## src/rtl/gbc_pkg.sv

```systemverilog
// constants for the bus-command handler of the instrument port
package gbc_pkg;

   // *************************************************************
   // register offsets (word index on the plain register port)
   // *************************************************************
   localparam logic [3:0] OFS_CTRL     = 4'h0;
   localparam logic [3:0] OFS_SVC      = 4'h1;
   localparam logic [3:0] OFS_STATE    = 4'h2;
   localparam logic [3:0] OFS_SETTINGS = 4'h3;
   localparam logic [3:0] OFS_BUF_PTR  = 4'h4;
   localparam logic [3:0] OFS_EVENTS   = 4'h5;
   localparam logic [3:0] OFS_RX       = 4'h6;
   localparam logic [3:0] OFS_TX       = 4'h7;

   // *************************************************************
   // control register fields
   // *************************************************************
   localparam int CTRL_ADDR_LSB = 0;
   localparam int CTRL_EOI_BIT  = 5;
   localparam int CTRL_SRQ_BIT  = 6;

   // *************************************************************
   // settings register fields
   // *************************************************************
   localparam int SET_DISP_LSB = 0;
   localparam int SET_FUNC_LSB = 4;
   localparam int SET_FMT_LSB  = 8;
   localparam int SET_TERM_LSB = 12;

   // *************************************************************
   // events register bits, status byte request bit
   // *************************************************************
   localparam int EV_CLEAR_BIT = 0;
   localparam int EV_IFC_BIT   = 1;
   localparam int EV_RXOV_BIT  = 2;
   localparam int RQS_BIT      = 6;

   // *************************************************************
   // reset and clear defaults
   // *************************************************************
   localparam logic [4:0]  RST_ADDR    = 5'h0a;
   localparam logic        RST_EOI_EN  = 1'b1;
   localparam logic        RST_SRQ_EN  = 1'b0;
   localparam logic [7:0]  RST_STATUS  = 8'h00;
   localparam logic [3:0]  display_volts_amps_default = 4'h0;
   localparam logic [3:0]  standby_function_default   = 4'h0;
   localparam logic [3:0]  prefixed_output_format     = 4'h0;
   localparam logic [3:0]  TERM_CR_LF                 = 4'h0;
   localparam logic [7:0]  FIRST_LOCATION             = 8'h01;
   localparam logic [15:0] STANDBY_COUNTS             = 16'h0004;

   // *************************************************************
   // bus command bytes (logical value, seven bits) and two-bit command groups
   // *************************************************************
   localparam logic [6:0] CMD_DCL = 7'h14;
   localparam logic [6:0] CMD_SPE = 7'h18;
   localparam logic [6:0] CMD_SPD = 7'h19;
   localparam logic [6:0] CMD_UNL = 7'h3f;
   localparam logic [6:0] CMD_UNT = 7'h5f;
   localparam logic [1:0] GRP_LISTEN = 2'b01;
   localparam logic [1:0] GRP_TALK   = 2'b10;

endpackage

```

## src/rtl/gbc_top.sv

```systemverilog
// bus-command handler: uniline lines, universal commands, serial poll
//
// Operation
// - atn low marks command bytes; atn high marks device data
// - commands acted on with atn low; data only with atn high and addressed
// - ren asserted puts device in remote and lights remote indicator
// - eoi marks last byte; honoured only in matching response mode
// - ifc drops talk and listen states, keeps remote unchanged
// - srq pulled low for service only when srq mode enabled
// - device clear with atn low restores power-up defaults of settings, eoi and srq modes and buffer pointer only
// - device clear sets buffer pointer to location one
// - device clear leaves stored per-location parameters untouched
// - polled talker with atn released drives status byte on data lines
// - status byte is all zero after power-up
// - spd ends serial poll and stops presenting status byte
// - untalk leaves talker-addressed state
// - clear sets display to volts left, amps right, left editable
// - clear sets function to standby, output at plus four counts
// - clear sets data format to prefixed output
// - clear reloads sink, modulation, volts, amps, dwell from location
// - clear sets terminator to carriage return then line feed
`timescale 1ns/1ns
module gbc_top (
   // clock and reset
   input  wire logic        sys_clk,
   input  wire logic        reset_n,
   // register port
   input  wire logic [3:0]  reg_addr,
   input  wire logic [15:0] reg_wdata,
   input  wire logic        reg_wr,
   input  wire logic        reg_rd,
   output logic      [15:0] reg_rdata,
   // bus management lines, low true
   input  wire logic        atn_n,
   input  wire logic        ren_n,
   input  wire logic        ifc_n,
   input  wire logic        eoi_n_in,
   output logic             eoi_n_out,
   output logic             eoi_oe,
   output logic             srq_n_out,
   output logic             srq_oe,
   // data lines, low true, with accepted-byte strobe from handshake
   input  wire logic [7:0]  dio_n_in,
   output logic      [7:0]  dio_n_out,
   output logic             dio_oe,
   input  wire logic        byte_strb,
   // indicators and instrument side
   output logic             remote_led,
   output logic             talk_led,
   output logic             listen_led,
   output logic             recall_pulse,
   output logic      [7:0]  recall_loc,
   output logic      [15:0] standby_level
);

   // *************************************************************
   // state
   // *************************************************************
   typedef struct packed {
      logic [4:0]  addr;
      logic        eoi_en;
      logic        srq_en;
      logic [7:0]  svc;
      logic        remote;
      logic        talk;
      logic        listen;
      logic        spoll;
      logic [3:0]  disp;
      logic [3:0]  func;
      logic [3:0]  fmt;
      logic [3:0]  term;
      logic [7:0]  buf_ptr;
      logic [2:0]  events;
      logic [7:0]  rx_byte;
      logic        rx_full;
      logic        rx_end;
      logic [7:0]  tx_byte;
      logic        tx_full;
      logic        tx_last;
      logic        recall;
      logic [15:0] rdata;
   } gbc_state_t;

   gbc_state_t st;
   gbc_state_t next_st;
   logic [1:0] rst_sync;
   logic       rst_n;

   // *************************************************************
   // reset release
   // *************************************************************
   // asserted at once, released on an edge so no flop leaves reset early
   always_ff @(posedge sys_clk or negedge reset_n) begin
      if (!reset_n) begin
         rst_sync <= 2'b00;
      end else begin
         rst_sync <= {rst_sync[0], 1'b1};
      end
   end
   assign rst_n = rst_sync[1];

   // *************************************************************
   // decode of bus inputs
   // *************************************************************
   logic       atn;
   logic [6:0] cmd;
   logic [7:0] dbyte;
   logic       cmd_strb;
   logic       data_strb;
   logic [7:0] status_byte;
   logic       srq_need;
   logic       wr_ctrl;
   logic       wr_svc;
   logic       wr_set;
   logic       wr_ptr;
   logic       wr_ev;
   logic       wr_tx;
   logic       rd_rx;

   assign atn       = ~atn_n;
   assign dbyte     = ~dio_n_in;
   assign cmd       = dbyte[6:0];
   assign cmd_strb  = byte_strb & atn;
   assign data_strb = byte_strb & ~atn;
   assign srq_need  = st.srq_en & (|st.svc);
   // request bit is computed, never stored, so it always tracks srq
   assign status_byte = (st.svc & ~(8'h01 << gbc_pkg::RQS_BIT)) |
                        ({7'h00, srq_need} << gbc_pkg::RQS_BIT);

   // *************************************************************
   // register port decode
   // *************************************************************
   assign wr_ctrl = reg_wr & (reg_addr == gbc_pkg::OFS_CTRL);
   assign wr_svc  = reg_wr & (reg_addr == gbc_pkg::OFS_SVC);
   assign wr_set  = reg_wr & (reg_addr == gbc_pkg::OFS_SETTINGS);
   assign wr_ptr  = reg_wr & (reg_addr == gbc_pkg::OFS_BUF_PTR);
   assign wr_ev   = reg_wr & (reg_addr == gbc_pkg::OFS_EVENTS);
   assign wr_tx   = reg_wr & (reg_addr == gbc_pkg::OFS_TX);
   assign rd_rx   = reg_rd & (reg_addr == gbc_pkg::OFS_RX);

   // *************************************************************
   // next state
   // *************************************************************
   always_comb begin
      next_st = st;
      next_st.recall = 1'b0;

      // *********************************************************
      // register writes
      // *********************************************************
      // software writes first, bus events below take priority
      if (wr_ctrl) begin
         next_st.addr   = reg_wdata[gbc_pkg::CTRL_ADDR_LSB +: 5];
         next_st.eoi_en = reg_wdata[gbc_pkg::CTRL_EOI_BIT];
         next_st.srq_en = reg_wdata[gbc_pkg::CTRL_SRQ_BIT];
      end
      if (wr_svc) begin
         next_st.svc = reg_wdata[7:0];
      end
      if (wr_set) begin
         next_st.disp = reg_wdata[gbc_pkg::SET_DISP_LSB +: 4];
         next_st.func = reg_wdata[gbc_pkg::SET_FUNC_LSB +: 4];
         next_st.fmt  = reg_wdata[gbc_pkg::SET_FMT_LSB +: 4];
         next_st.term = reg_wdata[gbc_pkg::SET_TERM_LSB +: 4];
      end
      if (wr_ptr) begin
         next_st.buf_ptr = reg_wdata[7:0];
      end
      if (wr_ev) begin
         // write one to clear; a new event this cycle still sets below
         next_st.events = st.events & ~reg_wdata[2:0];
      end
      if (wr_tx) begin
         next_st.tx_byte = reg_wdata[7:0];
         next_st.tx_last = reg_wdata[8];
         next_st.tx_full = 1'b1;
      end
      if (rd_rx) begin
         next_st.rx_full = 1'b0;
      end

      // *********************************************************
      // bus lines and commands, atn low
      // *********************************************************
      // plain level: local lockout is not kept here
      next_st.remote = ~ren_n;
      // universal and addressed commands only with atn low
      if (cmd_strb) begin
         if (cmd == gbc_pkg::CMD_DCL) begin
            // settings memory lives outside; only a recall is issued
            next_st.disp    = gbc_pkg::display_volts_amps_default;
            next_st.func    = gbc_pkg::standby_function_default;
            next_st.fmt     = gbc_pkg::prefixed_output_format;
            next_st.term    = gbc_pkg::TERM_CR_LF;
            next_st.eoi_en  = gbc_pkg::RST_EOI_EN;
            next_st.srq_en  = gbc_pkg::RST_SRQ_EN;
            next_st.buf_ptr = gbc_pkg::FIRST_LOCATION;
            next_st.recall  = 1'b1;
            next_st.events[gbc_pkg::EV_CLEAR_BIT] = 1'b1;
         end
         if (cmd == gbc_pkg::CMD_SPE) begin
            next_st.spoll = 1'b1;
         end
         if (cmd == gbc_pkg::CMD_SPD) begin
            next_st.spoll = 1'b0;
         end
         if (cmd[6:5] == gbc_pkg::GRP_TALK) begin
            // own talk address sets talk; any other clears it, and untalk
            // is compared explicitly so it clears talk even with address 31
            next_st.talk = (cmd[4:0] == st.addr) &
                           (cmd != gbc_pkg::CMD_UNT);
            if (cmd[4:0] == st.addr) begin
               next_st.listen = 1'b0;
            end
         end
         if (cmd[6:5] == gbc_pkg::GRP_LISTEN) begin
            if (cmd == gbc_pkg::CMD_UNL) begin
               next_st.listen = 1'b0;
            end else if (cmd[4:0] == st.addr) begin
               next_st.listen = 1'b1;
               next_st.talk   = 1'b0;
            end
         end
      end

      // *********************************************************
      // device data, atn high
      // *********************************************************
      // device data only with atn high and addressed to listen
      if (data_strb && st.listen) begin
         // unread byte lost: flag it and keep the newest
         if (st.rx_full && !rd_rx) begin
            next_st.events[gbc_pkg::EV_RXOV_BIT] = 1'b1;
         end
         next_st.rx_byte = dbyte;
         next_st.rx_full = 1'b1;
         next_st.rx_end  = ~eoi_n_in & st.eoi_en;
      end
      // our talker byte accepted by all listeners
      if (data_strb && st.talk && !st.spoll) begin
         next_st.tx_full = 1'b0;
      end

      // *********************************************************
      // interface clear, last so it overrides any address command
      // *********************************************************
      if (!ifc_n) begin
         next_st.talk   = 1'b0;
         next_st.listen = 1'b0;
         next_st.events[gbc_pkg::EV_IFC_BIT] = 1'b1;
      end

      // *********************************************************
      // read data, standing in the cycle after the strobe only
      // *********************************************************
      next_st.rdata = 16'h0000;
      if (reg_rd) begin
         case (reg_addr)
            gbc_pkg::OFS_CTRL:
               next_st.rdata = {9'h000, st.srq_en, st.eoi_en, st.addr};
            gbc_pkg::OFS_SVC:
               next_st.rdata = {8'h00, status_byte};
            gbc_pkg::OFS_STATE:
               next_st.rdata = {10'h000, st.tx_full, srq_need, st.spoll,
                                st.listen, st.talk, st.remote};
            gbc_pkg::OFS_SETTINGS:
               next_st.rdata = {st.term, st.fmt, st.func, st.disp};
            gbc_pkg::OFS_BUF_PTR:
               next_st.rdata = {8'h00, st.buf_ptr};
            gbc_pkg::OFS_EVENTS:
               next_st.rdata = {13'h0000, st.events};
            gbc_pkg::OFS_RX:
               next_st.rdata = {6'h00, st.rx_end, st.rx_full, st.rx_byte};
            gbc_pkg::OFS_TX:
               next_st.rdata = {7'h00, st.tx_last, st.tx_byte};
            default:
               next_st.rdata = 16'h0000;
         endcase
      end
   end

   // *************************************************************
   // state register
   // *************************************************************
   always_ff @(posedge sys_clk or negedge rst_n) begin
      if (!rst_n) begin
         st         <= '0;
         st.addr    <= gbc_pkg::RST_ADDR;
         st.eoi_en  <= gbc_pkg::RST_EOI_EN;
         st.srq_en  <= gbc_pkg::RST_SRQ_EN;
         st.svc     <= gbc_pkg::RST_STATUS;
         st.disp    <= gbc_pkg::display_volts_amps_default;
         st.func    <= gbc_pkg::standby_function_default;
         st.fmt     <= gbc_pkg::prefixed_output_format;
         st.term    <= gbc_pkg::TERM_CR_LF;
         st.buf_ptr <= gbc_pkg::FIRST_LOCATION;
      end else begin
         st <= next_st;
      end
   end

   // *************************************************************
   // outputs
   // *************************************************************
   logic talking;
   assign talking = st.talk & ~atn;

   always_comb begin
      // polled status wins over queued device data
      dio_n_out = 8'hff;
      dio_oe    = 1'b0;
      if (talking && st.spoll) begin
         dio_n_out = ~status_byte;
         dio_oe    = 1'b1;
      end else if (talking && st.tx_full) begin
         dio_n_out = ~st.tx_byte;
         dio_oe    = 1'b1;
      end
   end

   // *************************************************************
   // management lines
   // *************************************************************
   // open drain: only ever pulled low, released otherwise
   assign srq_n_out = 1'b0;
   assign srq_oe    = srq_need;
   assign eoi_n_out = 1'b0;
   assign eoi_oe    = talking & ~st.spoll & st.tx_full &
                      st.tx_last & st.eoi_en;

   // *************************************************************
   // register port and indicators
   // *************************************************************
   assign reg_rdata     = st.rdata;
   assign remote_led    = st.remote;
   assign talk_led      = st.talk;
   assign listen_led    = st.listen;
   assign recall_pulse  = st.recall;
   assign recall_loc    = st.buf_ptr;
   // level only; scaling to the present range is left to the source
   assign standby_level = (st.func == gbc_pkg::standby_function_default) ?
                          gbc_pkg::STANDBY_COUNTS : 16'h0000;

endmodule

```

## config.mk

```make
export PLATFORM = sky130hd
export DESIGN_NAME = gbc_top
export DESIGN_NICKNAME = d
export VERILOG_FILES = /design/src/rtl/gbc_pkg.sv /design/src/rtl/gbc_top.sv
export SDC_FILE = /design/constraint.sdc
export NUM_CORES = 1
export LEC_CHECK = 0
export BUFFER_PORTS_ARGS = -buffer_cell sky130_fd_sc_hd__buf_2
export CORE_UTILIZATION = 50
export CTS_CLUSTER_DIAMETER = 120
export DETAILED_ROUTE_END_ITERATION = 8
export GPL_TIMING_DRIVEN = 0
export HOLD_SLACK_MARGIN = 0.1
export PLACE_DENSITY = 0.74
export SYNTH_ARGS = -nofsm -noshare
export SYNTH_HDL_FRONTEND = slang
export SYNTH_SLANG_ARGS = --single-unit
```

## constraint.sdc

```tcl
create_clock -name sys_clk -period 2.8 [get_ports sys_clk]
set_input_delay 0.56 -clock sys_clk [delete_from_list [all_inputs] [get_ports sys_clk]]
set_output_delay 0.56 -clock sys_clk [all_outputs]
set_load 0.1 [all_outputs]
```

== Word level (Yosys, flattened, before mapping) ==
Cells that the tools add are included.

* Memories kept: 0
* Latch bits: 0
* Register bits: 85
* Output and inout port bits: 57
* Bits in read-only memories: 0
* Input bits: 37
* Bits in writable memories: 0

* Reduce and logical (&&, ||, !) cells: 15
* Add/subtract/negate cells: 0
* Multiplexer cells: 35
* Bitwise gates (word level): 27
* Shift operators: 0
* Divide/modulo/power cells: 0
* Order comparisons: 0
* $mul: 0
* Equality and inequality tests: 17

{| class="wikitable"
|+ Operator list
! cell !! count
|-
| $pmux W16 S8 || 1
|-
| $mux W16 || 2
|-
| $mux W27 || 1
|-
| $mux W24 || 1
|-
| $mux W8 || 3
|-
| $not A8 Y8 || 3
|-
| $eq A7 B5 Y1 const B || 3
|-
| $mux W2 || 9
|-
| $and A1 B1 Y1 || 17
|-
| $eq A4 B3 Y1 const B || 4
|-
| $mux W1 || 16
|-
| $eq A4 B2 Y1 const B || 2
|-
| $logic_not A4 Y1 || 2
|-
| $or A8 B7 Y8 || 1
|-
| $reduce_or A8 Y1 || 1
|-
| $eq A7 B6 Y1 const B || 1
|-
| $ne A7 B7 Y1 const B || 1
|-
| $logic_and A1 B1 Y1 || 6
|-
| $mux W3 || 2
|-
| $reduce_bool A2 Y1 || 3
|-
| $eq A5 B5 Y1 || 1
|-
| $eq A4 B1 Y1 const B || 1
|-
| $ne A2 B1 Y1 const B || 2
|-
| $not A1 Y1 || 4
|-
| 6 further kinds || 7
|}

== Longest topological paths before layout ==
* Word-level depth: 9
* Depth in mapped cells: 7

== Least setup slack after synthesis ==
OpenSTA, ideal clock, no wires.

* Path kind: reg-to-output
* Start point: reg st[59] in the netlist's numbering
* End point: out standby_level[2]
* Cell stages (with the launch flop): 2
* Data arrival time: 3.328 ns
* Path slack: -1.088 ns
* Cell sequence: dfrtp_1 > nor4_1

* Word-level cells in the longest chain between the ends: 2

{| class="wikitable"
|+ RTL lines
! what !! line !! RTL
|-
| start: declaration || gbc_top.sv:84 || <nowiki>gbc_state_t st;</nowiki>
|-
| start signal: assignment || gbc_top.sv:298 || <nowiki>st <= next_st;</nowiki>
|-
| $logic_not A4 Y1 || gbc_top.sv:341 || <nowiki>assign standby_level = (st.func == gbc_pkg::standby_function_default) ?</nowiki>
|-
| $mux W3 || gbc_top.sv:341 ||
|-
| end: declaration || gbc_top.sv:53 || <nowiki>output logic [15:0] standby_level</nowiki>
|}

No other way between the ends.

== Final worst setup path ==
* Start point: reg st[68] in the netlist's numbering
* End point: out dio_n_out[6]

* Word-level cells in the longest chain between the ends: 5

{| class="wikitable"
|+ RTL lines
! what !! line !! RTL
|-
| $reduce_or A8 Y1 || gbc_top.sv:125 || <nowiki>assign srq_need = st.srq_en & (|st.svc);</nowiki>
|-
| $and A1 B1 Y1 || gbc_top.sv:125 ||
|-
| $or A8 B7 Y8 || gbc_top.sv:127 || <nowiki>assign status_byte = (st.svc & ~(8'h01 << gbc_pkg::RQS_BIT)) |</nowiki>
|-
| $not A8 Y8 || gbc_top.sv:313 || <nowiki>dio_n_out = ~status_byte;</nowiki>
|-
| $mux W8 || gbc_top.sv:312 || <nowiki>if (talking && st.spoll) begin</nowiki>
|-
| end: declaration || gbc_top.sv:44 || <nowiki>output logic [7:0] dio_n_out,</nowiki>
|}

No other way between the ends.

==> impl.org <==
** STA
- Final Skew :: 0.00799 ns
- The smallest clock period supported by the final layout is computed as 2.68 ns.
- Slew of the pin with the lowest slew margin :: 0.624 ns
- Setup repair after global routing left no endpoint under its margin.
- The number of pins with negative max-slew slack in the final report is 0.
- The final hold violation count came to 0.
- Minimum hold slack :: 0.312 ns
- Accumulated negative setup slack :: 0 ns
- Final worst-path cycle share :: 0.957
- Measured against its own limit, the worst slew margin works out to 0.583.
- Highest achievable clock rate :: 373 MHz
- Setup slack on the critical path of the routed design comes to 0.120 ns.
- Final count of negative-setup-slack endpoints :: 0

** Global routing
- Via count of the first global-routing pass :: 3486
- Met2 track utilization from global routing :: 0.431
- The total overflow left after global routing is 0.
- The first global-routing pass estimated approximately 18000 um of wire.
- Number of antenna violations at the first check in global routing :: 0
- Entering global routing, the biggest net connects 47 pins.
- Met3 demand-to-capacity share in global routing :: 0.0574
- Combined global-route utilization of all metal layers :: 0.266
- Met1 demand-to-capacity share in global routing :: 0.353
- The layer flagged by global routing as most heavily used is met2.

** Detailed routing
- Via count of the routed design :: 3626
- Wire length after detailed routing :: 11100 um
- In the routed design, unresolved DRC markers number 0.
- After detailed routing, the number of vias per cell comes to 5.55.
- For this block, the initial DRC count from the detailed router was 231.
- The detail route stage leaves a number of antenna-violating nets equal to 0.
- Wire length per cell after detailed routing :: 17.0 um
- Count of TritonRoute iterations in the first routing pass :: 4

** Worst setup path
- Slowest stage cell, crit path :: sky130_fd_sc_hd__or4_1
- On the worst path, the slowest cell contributes a delay of 0.60 ns.
- Data on the critical path arrives at its endpoint at around 2.1 ns.
- In this design, the largest share of critical-path delay is due to simple AND/OR/NAND/NOR gates.
- STA classifies the critical path endpoint as an output pin.
- Counting both buffers and inverters, the worst setup path holds a total of 1.
- Data on the critical path is required at its endpoint by 2.24 ns.
- The critical path goes through or4_1 -> o21ai_2 -> mux2i_1 -> nand2_1 -> buf_4.
- Startpoint kind of the worst setup timing path :: flop
- Critical Path Fanout Max :: 4
- Category of the most critical setup path :: reg -> out

** Synth
- Count of yosys warnings during synthesis :: 0
- Primary FF master, synth :: sky130_fd_sc_hd__dfrtp_1
- Each instance of the synthesized netlist takes up on average 9.85 um^2.
- Synth Area in Compound Gates :: 0.128
- Of the total synthesized cell area, the portion taken by AND, OR, NAND and NOR gates is 0.194.
- Of the total synthesized cell area, the portion taken by XOR and XNOR cells is 0.0101.
- After synthesis the cells add up to about 4400 um^2.
- Main combinational cell family by area after synthesis :: simple AND/OR/NAND/NOR gates
- Total of flip-flops plus latches after synthesis :: 85
- Number of standard cells after synthesis :: 442
- Synthesis instantiated 54 different standard cells from the library.
- Number of enable-type register cells in the synthesized netlist :: 0
- The portion of synthesized area spent on multiplexers is 0.0756.
- Of the synthesized area, sequential elements account for 0.490.
- Of the total synthesized cell area, the portion taken by full adders, half adders and majority gates is 0.
- Share of synthesized registers carrying an async set or reset :: 1.00

** Clock tree
- Num Clock Sinks :: 85
- Clock root buffer master :: sky130_fd_sc_hd__clkbuf_8
- Clock-pin slew on the worst setup and hold paths :: 0.08 ns
- The clock tree synthesis step divided the H-tree into 3 levels.
- In this run, CTS created clock tree buffers numbering 9.
- Worst-Skew Late Latency :: 0.36 ns
- TritonCTS clock tree :: built
- The longest clock path from root to sink contains 2 buffers.
- Post-CTS Setup Inserts :: 0

** Finish
- The number of antenna diodes in the final layout is 0.
- After routing the design area is 5140 um^2.
- For this run, the number of standard cells in the final layout without fillers is between 600 and 700.
- P&R area growth vs syn :: 18.0%
- After filler insertion, the fill cell instance count of the layout stands at 722.
- Utilization of the core after routing :: 0.616
- In the layout the commonest cells are sky130_fd_sc_hd__nand2_1 (87), sky130_fd_sc_hd__dfrtp_1 (80), sky130_fd_sc_hd__buf_2 (77), sky130_fd_sc_hd__buf_4 (42), sky130_fd_sc_hd__a21oi_1 (30).
- Fraction of layout instances using a drive strength above 1 :: 0.330
- In the final design database the tool counted 580 nets.
- Leaving out fill and tap cells, the most frequent cell in the layout is sky130_fd_sc_hd__nand2_1.

** Place
- Placed Area :: 4950 um^2
- Number of port buffers :: 73
- Detailed placement finished with a half-perimeter wire length of 8200 um.
- Final weighted congestion in routability-driven placement :: 0.902
- Counting tap cells, the placed design contains a total of around 640 instances.
- Worst setup slack after placement :: 0.203 ns

** Floorplan
- Core Box Area :: 8340 um^2
- Die span in y :: approximately 95 um
- The initial utilization of the core area, before any placement, comes to 0.522.
- Row count :: 33
- For this design the top-level I/O count stands at 94.
- Die footprint :: 9080 um^2
- From left edge to right edge, the die measures 95.3 um.

** Flow run
- Reported max-cap violation count :: 0

** Power and ir drop
- For this design the static power due to leakage is 2.50 nW.
- Summing internal, switching and leakage power gives 3.32 mW.
- The worst-case IR drop observed on VDD is 0.000487 V.
- Pwr per Cell Area :: approximately 650 nW/um^2

** Status
- Result of the run :: finished clean

** Hold path
- Min-Delay Path Class :: reg -> async
## sequential cells by signal, summed over array words and instances, names as in the netlist
name and flops:
recall_loc 8, remote_led 1, st 55, listen_led 1, rst_sync 2, reg_rdata 16, talk_led 1, recall_pulse 1
## metal layers
layer,vias up,routed length (um)
li1,1686,-
met1,1750,4640
met2,167,5470
met3,23,757
met4,0,252
met5,-,0
## final timing paths
kind	depth (start not counted)	end	slack, ns	start
min in group sys_clk	2	remote_led	0.34	ren_n
setup reg to reg	4	listen_led	1.11	st[79]
setup / recovery	5	dio_n_out[6]	0.12	st[68]
max in group asynchronous	1	st[51]	1.91	rst_sync[1]
hold / removal	0	recall_loc[3]	0.31	rst_sync[1]
hold reg to reg	0	recall_loc[3]	0.31	rst_sync[1]
## cell families (layout without fill, tap and decap cells)
kind of cell              Yosys count  count (layout)
other                               2              18
AOI/OAI and AO/OA                  87              87
DFF                                85              85
buffers and inverters              70             160
xor gates and xnor gates            5               5
muxes                              30              30
and+or+nand+nor                   163             163
## worst register-to-register path: stages, from the launching register on
cell,delay (ns)
sky130_fd_sc_hd__dfstp_2,0.57
sky130_fd_sc_hd__xnor2_1,0.06
sky130_fd_sc_hd__nor3_1,0.36
sky130_fd_sc_hd__a31oi_1,0.14
sky130_fd_sc_hd__or3b_2,0.45
## layout make-up
class | count | area [um^2] | area share
inverters | 4 | 15.0 | 0.00292
clock inverters | 7 | 50.0 | 0.00974
well taps | 105 | 131 | 0.0256
flip-flops and latches | 85 | 2140 | 0.416
clock buffers | 9 | 124 | 0.0241
plain buffers | 65 | 420 | 0.0819
multi-input cells | 303 | 1850 | 0.361
repair buffers | 75 | 405 | 0.0789
## cells in the mapped netlist, types with 5 or more instances
cell / number / share of area
sky130_fd_sc_hd__nand2_1: 87 / 0.075
sky130_fd_sc_hd__dfrtp_1: 81 / 0.47
sky130_fd_sc_hd__buf_4: 41 / 0.071
sky130_fd_sc_hd__a21oi_1: 30 / 0.034
sky130_fd_sc_hd__mux2_2: 23 / 0.060
sky130_fd_sc_hd__clkbuf_1: 17 / 0.015
sky130_fd_sc_hd__o21ai_0: 15 / 0.017
sky130_fd_sc_hd__nand3_1: 13 / 0.015
sky130_fd_sc_hd__nor2_1: 12 / 0.010
sky130_fd_sc_hd__a22oi_1: 10 / 0.017
sky130_fd_sc_hd__a31oi_1: 10 / 0.014
sky130_fd_sc_hd__a22o_1: 9 / 0.018
sky130_fd_sc_hd__and3_1: 8 / 0.011
sky130_fd_sc_hd__mux2i_1: 7 / 0.016
sky130_fd_sc_hd__buf_2: 5 / 0.0057
sky130_fd_sc_hd__nand2b_1: 5 / 0.0072
sky130_fd_sc_hd__nor3b_1: 5 / 0.0086
sky130_fd_sc_hd__xnor2_1: 5 / 0.010
## what timing repair did
item	in CTS	in global routing
hold buffers	1	0
endpoints found under the setup margin	1	6
gates resized for setup	2	1
hold endpoints to repair	2	0
## power by group
group / internal [mW] / switching, mW
clock network: 0.325 / 0.464
registers: 1.41 / 0.175
logic: 0.294 / 0.650
Power figures use the tool's default switching activity.
